<file path="config.mk">
export PLATFORM = sky130hd
export DESIGN_NAME = hpts_search
export DESIGN_NICKNAME = d
export VERILOG_FILES = /design/src/verilog/hpts_pkg.sv /design/src/verilog/hpts_search.sv
export SDC_FILE = /design/constraint.sdc
export NUM_CORES = 1
export LEC_CHECK = 0
export BUFFER_PORTS_ARGS = -buffer_cell sky130_fd_sc_hd__buf_2
export CAP_MARGIN = 15
export CORE_UTILIZATION = 45
export CTS_BUF_LIST = sky130_fd_sc_hd__clkbuf_8
export DETAILED_ROUTE_END_ITERATION = 10
export GPL_ROUTABILITY_DRIVEN = 0
export PLACE_DENSITY = 0.7
export SETUP_SLACK_MARGIN = 0.2
export SYNTH_ARGS = -nofsm -noshare
export SYNTH_HDL_FRONTEND = slang
export SYNTH_SLANG_ARGS = --single-unit
export TNS_END_PERCENT = 5
</file>
<file path="constraint.sdc">
create_clock -name ref_clk_i -period 3.2 [get_ports ref_clk_i]
set_input_delay 0.64 -clock ref_clk_i [delete_from_list [all_inputs] [get_ports ref_clk_i]]
set_output_delay 0.64 -clock ref_clk_i [all_outputs]
set_load 0.005 [all_outputs]
</file>
<file path="src/verilog/hpts_pkg.sv">
`default_nettype none
// Shared constants of the hashed page table search block.
package hpts_pkg;
  // Register offsets on the plain register port.
  localparam logic [3:0] ORG_HI_OFF = 4'h0;
  localparam logic [3:0] ORG_LO_OFF = 4'h4;
  localparam logic [3:0] CTRL_OFF = 4'h8;
  localparam logic [3:0] STAT_OFF = 4'hc;
  // Field positions (little-endian bit indices of the register word).
  localparam int ORG_LO_W = 14;
  localparam int CTRL_MODE_BIT = 0;
  localparam int CTRL_SIZE_LSB = 8;
  localparam int CTRL_MASK_LSB = 16;
  localparam int STAT_BUSY_BIT = 0;
  localparam int STAT_FAULT_BIT = 1;
  localparam int STAT_HIT_BIT = 2;
  localparam int STAT_SEC_BIT = 3;
  localparam int STAT_SLOT_LSB = 4;
  // Reset values.
  localparam logic [45:0] ORG_RST = 46'h0;
  localparam logic [4:0] SIZE_RST = 5'h00;
  localparam logic [8:0] MASK_RST = 9'h000;
  localparam logic MODE_RST = 1'b1;
  // Field widths of the table and hash.
  localparam int ORG_W = 46;
  localparam int HASH_W = 39;
  localparam int HASH32_W = 19;
  localparam int PIDX_W = 16;
  localparam int VIRTUAL_SEGMENT_ID_W = 52;
  localparam int API_W = 6;
  localparam int HI64_W = 28;
  localparam int HI32_W = 9;
  // Entries per group and entry sizes in bytes.
  localparam logic [2:0] LAST_SLOT = 3'h7;
  localparam logic [63:0] ENT64_BYTES = 64'h10;
  localparam logic [63:0] ENT32_BYTES = 64'h8;
  // Search states.
  typedef enum logic [1:0] {HPTS_IDLE, HPTS_FETCH, HPTS_DONE} hpts_state_t;
endpackage : hpts_pkg
`default_nettype wire

</file>
<file path="src/verilog/hpts_search.sv">
// Decided for this implementation: the register offsets and the strobed register port.
`timescale 1ns/100ps
`default_nettype none
module hpts_search (
  // Clock and reset.
  input wire logic ref_clk_i,
  input wire logic sys_rst_i,
  // Register port.
  input wire logic [3:0] reg_addr_i,
  input wire logic [31:0] reg_wdata_i,
  input wire logic reg_wr_i,
  input wire logic reg_rd_i,
  output logic [31:0] reg_rdata_o,
  // Search request from the translation logic.
  input wire logic srch_start_i,
  input wire logic [51:0] virtual_segment_id_i,
  input wire logic [15:0] page_index_i,
  input wire logic [5:0] abbreviated_page_index_i,
  output logic srch_busy_o,
  output logic srch_done_o,
  output logic srch_hit_o,
  output logic srch_fault_o,
  output logic [63:0] hit_entry_addr_o,
  // Entry fetch port toward memory, fields already decoded.
  output logic mem_req_o,
  output logic [63:0] mem_addr_o,
  input wire logic mem_ack_i,
  input wire logic ent_valid_i,
  input wire logic ent_hash_sel_i,
  input wire logic [51:0] ent_segment_id_i,
  input wire logic [5:0] ent_page_index_i
);
  //////////////////////////////////////////////////////////////////////
  // Registers.
  logic [45:0] org_q;
  logic [4:0] size_q;
  logic [8:0] mask32_q;
  logic mode64_q;
  logic [31:0] rdata_q;
  hpts_pkg::hpts_state_t state_q;
  logic sec_q;
  logic [2:0] slot_q;
  logic [38:0] hash_q;
  logic m64_q;
  logic [51:0] virtual_segment_id_q;
  logic [5:0] api_q;
  logic [63:0] addr_q;
  logic done_q;
  logic hit_q;
  logic fault_q;
  logic [63:0] hit_addr_q;

  //////////////////////////////////////////////////////////////////////
  // Register decode and read mux.
  wire wr_org_hi = reg_wr_i && (reg_addr_i == hpts_pkg::ORG_HI_OFF);
  wire wr_org_lo = reg_wr_i && (reg_addr_i == hpts_pkg::ORG_LO_OFF);
  wire wr_ctrl = reg_wr_i && (reg_addr_i == hpts_pkg::CTRL_OFF);
  wire [31:0] ctrl_word = {7'h00, mask32_q, 3'h0, size_q, 7'h00, mode64_q};
  wire [31:0] stat_word = {24'h000000, 1'b0, slot_q, sec_q, hit_q, fault_q,
    (state_q == hpts_pkg::HPTS_FETCH)};
  wire [31:0] rd_mux =
    (reg_addr_i == hpts_pkg::ORG_HI_OFF) ? org_q[45:14] :
    (reg_addr_i == hpts_pkg::ORG_LO_OFF) ? {18'h00000, org_q[13:0]} :
    (reg_addr_i == hpts_pkg::CTRL_OFF) ? ctrl_word :
    (reg_addr_i == hpts_pkg::STAT_OFF) ? stat_word : 32'h00000000;

  // Configuration writes; unmapped offsets read as zero.
  always_ff @(posedge ref_clk_i)
  begin
    if (sys_rst_i)
    begin
      org_q <= hpts_pkg::ORG_RST;
      size_q <= hpts_pkg::SIZE_RST;
      mask32_q <= hpts_pkg::MASK_RST;
      mode64_q <= hpts_pkg::MODE_RST;
      rdata_q <= 32'h00000000;
    end
    else
    begin
      if (wr_org_hi)
        org_q[45:14] <= reg_wdata_i;
      if (wr_org_lo)
        org_q[13:0] <= reg_wdata_i[13:0];
      if (wr_ctrl)
      begin
        mode64_q <= reg_wdata_i[hpts_pkg::CTRL_MODE_BIT];
        size_q <= reg_wdata_i[hpts_pkg::CTRL_SIZE_LSB +: 5];
        mask32_q <= reg_wdata_i[hpts_pkg::CTRL_MASK_LSB +: 9];
      end
      rdata_q <= reg_rd_i ? rd_mux : 32'h00000000;
    end
  end

  //////////////////////////////////////////////////////////////////////
  // Hash functions, taken from the request operands.
  // Big-endian bit b of an n-bit field is index n-1-b here.
  wire [38:0] hash64 = virtual_segment_id_i[38:0] ^ {23'h000000, page_index_i};
  wire [38:0] hash32 = {20'h00000,
    virtual_segment_id_i[18:0] ^ {3'h0, page_index_i}};
  wire [38:0] hash_new = mode64_q ? hash64 : hash32;

  // Size code N becomes N low ones of the 28-bit mask, one bit per loop pass.
  wire [27:0] mask64;
  for (genvar gi = 0; gi < hpts_pkg::HI64_W; gi++)
  begin : g_mask_bit
    assign mask64[gi] = (gi < int'(size_q));
  end

  // Group address from a hash value; used for both groups.
  function automatic logic [63:0] grp_addr(input logic [38:0] h, input logic m64,
    input logic [45:0] org, input logic [27:0] mk64, input logic [8:0] mk32);
    logic [63:0] a;
    a = 64'h0;
    if (m64)
    begin
      a[63:18] = org | {18'h00000, h[38:11] & mk64};
      a[17:7] = h[10:0];
      a[6:0] = 7'h00;
    end
    else
    begin
      a[31:16] = org[15:0] | {7'h00, h[18:10] & mk32};
      a[15:6] = h[9:0];
      a[5:0] = 6'h00;
    end
    return a;
  endfunction : grp_addr

  wire [63:0] pri_addr = grp_addr(hash_new, mode64_q, org_q, mask64, mask32_q);
  wire [63:0] sec_addr = grp_addr(~hash_q, m64_q, org_q, mask64, mask32_q);
  wire [63:0] ent_step = m64_q ? hpts_pkg::ENT64_BYTES : hpts_pkg::ENT32_BYTES;

  //////////////////////////////////////////////////////////////////////
  // Entry match against the latched access.
  // The 32-bit index field is six bits wide, the 64-bit one five.
  wire [5:0] api_mask = m64_q ? 6'h1f : 6'h3f;
  wire virtual_segment_id_eq = m64_q ? (ent_segment_id_i == virtual_segment_id_q) :
    (ent_segment_id_i[23:0] == virtual_segment_id_q[23:0]);
  wire api_eq = ((ent_page_index_i ^ api_q) & api_mask) == 6'h00;
  wire ent_match = ent_valid_i
    && (ent_hash_sel_i == sec_q)
    && virtual_segment_id_eq && api_eq;
  wire fetch_ok = (state_q == hpts_pkg::HPTS_FETCH) && mem_ack_i;
  wire grp_end = slot_q == hpts_pkg::LAST_SLOT;

  //////////////////////////////////////////////////////////////////////
  // Search sequencer: primary slots 0..7, then secondary slots 0..7.
  // Ascending order is one legal order and suits tables that are
  // filled from slot 0 upward, so common hits come early.
  always_ff @(posedge ref_clk_i)
  begin
    if (sys_rst_i)
    begin
      state_q <= hpts_pkg::HPTS_IDLE;
      sec_q <= 1'b0;
      slot_q <= 3'h0;
      hash_q <= 39'h0;
      m64_q <= hpts_pkg::MODE_RST;
      virtual_segment_id_q <= 52'h0;
      api_q <= 6'h00;
      addr_q <= 64'h0;
    end
    else
    begin
      case (state_q)
        hpts_pkg::HPTS_IDLE:
        begin
          if (srch_start_i)
          begin
            state_q <= hpts_pkg::HPTS_FETCH;
            sec_q <= 1'b0;
            slot_q <= 3'h0;
            hash_q <= hash_new;
            m64_q <= mode64_q;
            virtual_segment_id_q <= virtual_segment_id_i;
            api_q <= abbreviated_page_index_i;
            addr_q <= pri_addr;
          end
        end
        hpts_pkg::HPTS_FETCH:
        begin
          if (fetch_ok)
          begin
            if (ent_match || (grp_end && sec_q))
              state_q <= hpts_pkg::HPTS_DONE;
            else if (grp_end)
            begin
              sec_q <= 1'b1;
              slot_q <= 3'h0;
              addr_q <= sec_addr;
            end
            else
            begin
              slot_q <= slot_q + 3'h1;
              addr_q <= addr_q + ent_step;
            end
          end
        end
        hpts_pkg::HPTS_DONE:
          state_q <= hpts_pkg::HPTS_IDLE;
        default:
          state_q <= hpts_pkg::HPTS_IDLE;
      endcase
    end
  end

  // Result flags; the hit address names the one entry to update.
  always_ff @(posedge ref_clk_i)
  begin
    if (sys_rst_i)
    begin
      done_q <= 1'b0;
      hit_q <= 1'b0;
      fault_q <= 1'b0;
      hit_addr_q <= 64'h0;
    end
    else
    begin
      done_q <= fetch_ok && (ent_match || (grp_end && sec_q));
      if (srch_start_i && (state_q == hpts_pkg::HPTS_IDLE))
      begin
        hit_q <= 1'b0;
        fault_q <= 1'b0;
      end
      else if (fetch_ok && ent_match)
      begin
        hit_q <= 1'b1;
        hit_addr_q <= addr_q;
      end
      else if (fetch_ok && grp_end && sec_q)
        fault_q <= 1'b1;
    end
  end

  //////////////////////////////////////////////////////////////////////
  // Outputs.
  assign reg_rdata_o = rdata_q;
  assign mem_req_o = state_q == hpts_pkg::HPTS_FETCH;
  assign mem_addr_o = addr_q;
  assign srch_busy_o = state_q != hpts_pkg::HPTS_IDLE;
  assign srch_done_o = done_q;
  assign srch_hit_o = hit_q;
  assign srch_fault_o = fault_q;
  assign hit_entry_addr_o = hit_addr_q;
endmodule : hpts_search
`default_nettype wire

</file>
Word level (Yosys, flattened, before mapping)
Index checks and enable logic that the tools add are counted.

word-level totals
  word-level logic and storage cells = 135
  output and inout bits = 165
  input bits = 176
  memory bits (read-only) = 0
  register bits = 328
  latch bits = 0
  memories = 0
  memory bits (writable) = 0

operators by class
  multiplexer cells = 31
  reductions and logical operators = 27
  equal/unequal tests = 13
  magnitude comparators = 28
  add/subtract/negate cells = 2
  div/mod/pow operators = 0
  bitwise gates (word level) = 16
  shift-type cells = 0
  multipliers = 0

operator list
  cell                                                                          number
  64-bit 2-to-1 mux                                                             4
  32-bit 2-to-1 mux                                                             5
  64-bit one-hot mux with 2 select lines                                        1
  46-bit by 28-bit OR with 46-bit output                                        2
  64-bit by 5-bit adder with 64-bit output                                      1
  5-bit less-than comparator (first input constant)                             12
  28-bit bitwise AND                                                            2
  52-bit == test                                                                1
  25-bit 2-to-1 mux                                                             2
  4-bit by 5-bit less-than comparator with 1-bit output (first input constant)  8
  39-bit 2-to-1 mux                                                             1
  39-bit NOT                                                                    1
  39-bit by 16-bit bitwise XOR with 39-bit output                               1
  16-bit by 9-bit OR with 16-bit output                                         2
  24-bit == test                                                                1
  3-bit by 5-bit less-than comparator with 1-bit output (first input constant)  4
  19-bit by 16-bit bitwise XOR with 19-bit output                               1
  9-bit bitwise AND                                                             2
  1-bit logical AND                                                             13
  3-bit 2-to-1 mux                                                              4
  1-bit by 5-bit less-than comparator with 1-bit output (first input constant)  2
  2-bit by 5-bit less-than comparator with 1-bit output (first input constant)  2
  4-bit == test (second input constant)                                         2
  7-bit 2-to-1 mux                                                              1
  27 further kinds                                                              42

Depth between registers and ports, before layout
  depth in word-level cells = 8
  mapped depth = 13
  mapped depth without buffers = 10

Worst setup path after synthesis
Ideal clock, no wire load.

  path type = flip-flop to flip-flop
  start = reg m64_q
  end = reg addr_q[45] (netlist: mem_addr_o[45])
  arrival = 2891 ps
  library setup time = 92 ps
  path slack = 217 ps
  buffers on the path = 2
  stages on the path, launching flop included = 13
  period minus slack after synthesis = 2983 ps
  data required time = 3108 ps
  path through = dfxtp_1 > clkbuf_1 > inv_1 > clkbuf_1 > ha_1 > fa_1 > nand3_1 > nor3_1 > or4b_4 > nor4_4 > nand3_1 > o31a_1 > o32ai_1

on the way
  longest elaborated chain between the ends = 7
  elaborated cells on any way between the ends = 16
  those cells by class = add/sub (1); eq/ne (1); mux (8); bitwise (1); reduce/logical (5)

ends and longest elaborated chain
  item                                                                                              line                RTL
  start: declaration                                                                                hpts_search.sv:44   logic m64_q;
  start signal: assignment                                                                          hpts_search.sv:158  m64_q <= hpts_pkg::MODE_RST;
  start signal: assignment                                                                          hpts_search.sv:174  m64_q <= mode64_q;
  parallel branches: the longest is 7 deep, another holds 64-bit by 5-bit adder with 64-bit output  --
  end signal: assignment                                                                            hpts_search.sv:177  addr_q <= pri_addr;
  end signal: assignment                                                                            hpts_search.sv:190  addr_q <= sec_addr;
  end signal: assignment                                                                            hpts_search.sv:195  addr_q <= addr_q + ent_step;
  end: declaration                                                                                  hpts_search.sv:47   logic [63:0] addr_q;

Parallel ways; which one is timed is not known. The select of a mux whose other input is x is not followed.
A chain may end at the register's enable or synchronous reset.

Worst setup path in the final report
Same ends and word-level chain as after synthesis.

==> impl_metrics.env <==
export IMPL_status="complete, no violations"
export IMPL_dieHeight_um=188
export IMPL_grtUsageMet3=0.0640
export IMPL_ant_nets=0
export IMPL_wl_um=55900
export IMPL_met2_usage=0.465
export IMPL_ir_drop_mv=0.281
export IMPL_ys_seq_elements=319
export IMPL_grt_max_degree=63
export IMPL_via_per_inst=5.88
export IMPL_die_x_um=188
export IMPL_synthTopCellsByArea="dfxtp_1, nand2_1, a21oi_1, mux2i_1, nor2_1"
export IMPL_cp_cell_sequence="inv_1 -> ha_1 -> fa_1 -> nand3_1 -> nor3_2 -> or4b_4 -> nor4_4 -> nand3_1 -> o31a_1 -> o32ai_1"
export IMPL_max_freq_mhz=345
export IMPL_nNetsFinal=2431
export IMPL_syn_to_final_growth_pct=21.4
export IMPL_cts_sinks=319
export IMPL_slew_headroom=0.511
export IMPL_cts_tree="done"
export IMPL_finalHoldViolations=0
export IMPL_cts_made_buffers=54
export IMPL_synth_top_cell_area_share=0.411
export IMPL_rrSetupSlack_ns=0.30
export IMPL_cpMaxStageDelayCell="or4b_4"
export IMPL_finalSetupViolCount=0
export IMPL_cp_end_kind="register"
export IMPL_fin_setup_tns_ns=0
export IMPL_vias=16100
export IMPL_core_area_um2=33700
export IMPL_synth_cell_types=78
export IMPL_first_iter_violations=1905
export IMPL_cp_num_buf_inv=1
export IMPL_hpwl_um=40900
export IMPL_num_fill_cells=3208
export IMPL_fin_skew_ns=0.0309
export IMPL_crit_type="reg -> reg"
export IMPL_power_leakage_uw=0.00769
export IMPL_antenna_found_initial=1
export IMPL_drtPass1Iterations=6
export IMPL_yosys_area_top_type="dfxtp_1"
export IMPL_htree_levels=2
export IMPL_period_needed_ns=2.90
export IMPL_setup_slack_ns=0.299
export IMPL_clock_latency_ns=0.60
export IMPL_switchingPower_uw=2670
export IMPL_start_util=0.461
export IMPL_portBuffers=334
export IMPL_p_sw_frac=0.285
export IMPL_grt_overflow=0
export IMPL_maxSlewViolCount=0
export IMPL_cts_reportedPaths_clkPinSlew_ns=0.06
export IMPL_arrival_ns=3.37
export IMPL_avgSynthCellArea_um2=7.99
export IMPL_utilization=0.559
export IMPL_synthFlopType="dfxtp_1"
export IMPL_synthCells=1944
export IMPL_ys_warn_count=0
export IMPL_worstSetupStartpointType="register"
export IMPL_slowest_delay_ns=0.57
export IMPL_internal_power_uw=6690
export IMPL_pre_cts_ws_ns=0.348
export IMPL_comb_power_share=0.141
export IMPL_synth_area_um2=15500
export IMPL_io_pins=341
export IMPL_met1_usage=0.425
export IMPL_remaining_drc_errors=0
export IMPL_cp_required_ns=3.67
export IMPL_die_area_um2=35300
export IMPL_ys_seq_area_frac=0.411
export IMPL_cts_root_buf="clkbuf_8"
export IMPL_maxCapViolCount=0
export IMPL_seqPwrFrac=0.457
export IMPL_critical_path_max_fanout=4
export IMPL_rsz0062_at_grt="true"
export IMPL_critical_path_top_delay_family="simple AND/OR/NAND/NOR gates"
export IMPL_rows=67
export IMPL_grt_total_usage=0.306
export IMPL_post_cts_repair_setup_buffers=0
export IMPL_grt_pass1_wl_um=85600
export IMPL_worst_pin_slew_ns=0.728
export IMPL_grt_busiest_layer="met2"
export IMPL_period_share=0.907
export IMPL_synth_edf_count=0
export IMPL_layout_drive_gt1_share=0.227
export IMPL_p_per_area_nw_per_um2=497
export IMPL_async_reset_ff_frac=0
export IMPL_grt_pass1_vias=14700
export IMPL_path_common_cell="nand3_1"
export IMPL_holdCritPathClass="in -> reg"
export IMPL_p_clk_frac=0.402
export IMPL_wl_per_cell_um=20.4
export IMPL_clk_path_buf_depth=3
layer usage:
layer  wire [um]  vias to the layer above  share of wire
met5           0                        -              0
met4        1900                        0          0.034
met3        5920                      119           0.11
met2       24500                      963           0.44
met1       23600                     7505           0.42
li1            -                     7522              -
worst min-delay path: cells and delay by family:
kind / cells / cell delay [ns]
buffers and inverters: 1 / 0.09
AOI/OAI and AO/OA: 1 / 0.05
and+or+nand+nor: 1 / 0.04
area by class of cell:
cell class	count	area, um^2	share of cell area
flip-flops and latches	319	6390	0.339
repair buffers	404	2270	0.120
well taps	448	561	0.0297
clock inverters	31	218	0.0116
multi-input cells	1428	8360	0.443
clock buffers	65	895	0.0475
inverters	43	161	0.00856
diodes	1	2.50	0.000133
synthesized netlist by cell type, drive strengths merged (3+ instances only):
library cell	instances
a211o	3
a211oi	28
a21o	7
a21oi	228
a221o	6
a221oi	7
a22o	30
a22oi	16
a311o	3
a311oi	9
a31oi	14
a32o	5
a32oi	13
and2	15
and3	14
and4	5
buf	43
clkbuf	116
dfxtp	319
ha	4
inv	43
mux2i	74
nand2	356
nand2b	4
nand3	33
nand4	30
nand4b	5
nor2	168
nor2b	11
nor3	56
nor4	18
o211ai	21
o21a	3
o21ai	51
o221a	3
o22ai	11
o311a	3
o311ai	3
o31a	5
o31ai	11
o32ai	30
or2	5
or3	7
xnor2	54
xor2	30
cell usage in the layout (no fill, tap or decap), types with 7 or more instances in the layout:
cell / instances
nand2_1: 354
inv_1: 59
nor3_1: 49
o22ai_1: 11
clkbuf_8: 66
a21o_1: 7
xor2_1: 30
dfxtp_1: 319
o211ai_1: 21
o31ai_1: 11
buf_2: 333
a22o_1: 30
o32ai_1: 29
a21oi_1: 228
buf_4: 65
and2_1: 14
a32oi_1: 13
nand4_1: 28
xnor2_1: 54
o21ai_0: 50
nor4_1: 15
a31oi_1: 14
a311oi_1: 9
a211oi_1: 28
clkinv_2: 8
mux2i_1: 74
and3_1: 14
nand3_1: 33
nor2_1: 165
nor2b_1: 11
a22oi_1: 16
final timing paths:
check	endpoint	start	cells after the start
worst min-delay path	org_q[42]	reg_wdata_i[28]	3
worst min register to register	virtual_segment_id_q[26]	virtual_segment_id_q[26]	2
worst max-delay path	mem_addr_o[45]	m64_q	10
worst max register to register	mem_addr_o[45]	m64_q	10
through the flow:
step                      power (uW)  cell area [um^2]  hold slack, ns  std cells
after floorplan                 5080             15500           0.436       1949
after global placement          5620             17700           0.448       2642
after detailed placement        5650             17700           0.459       2642
after CTS                       9380             18800           0.254       2738
after global routing            9720             18800           0.264       2738
final                           9360             18800           0.280       2739
flip-flops by register name (all words and copies together) (netlist names), 2 cells and up:
name / flops
state_q: 2
size_q: 5
reg_rdata_o: 32
slot_q: 3
hash_q: 39
virtual_segment_id_q: 49
mem_addr_o: 61
hit_entry_addr_o: 61
api_q: 6
org_q: 46
mask32_q: 9
timing repair:
action | CTS | global route
setup endpoints to repair | 0 | 3
gates resized for setup | 0 | 2
endpoints found under the hold margin | 0 | 0
hold buffers | 0 | 0
power groups by stage:
stage          clock network, uW  registers (uW)  logic [uW]
5_1_grt                     4000            4290        1430
2_1_floorplan                  0            4310         773
4_1_cts                     3810            4270        1300
3_3_place_gp                   0            4350        1270
6_report                    3760            4280        1320
3_5_place_dp                   0            4350        1290
logic make-up (layout without fill, tap and decap cells):
kind of cell / Yosys count / after routing / synth area share
buffers and inverters: 202 / 543 / 0.0538
and+or+nand+nor: 737 / 737 / 0.216
muxes: 74 / 74 / 0.0477
xor gates and xnor gates: 84 / 84 / 0.0474
AOI/OAI and AO/OA: 522 / 522 / 0.219
other: 1 / 7 / 0.000242
DFF: 319 / 319 / 0.411
adders and majority gates: 5 / 5 / 0.00451
(Power assumes the default switching activity.)
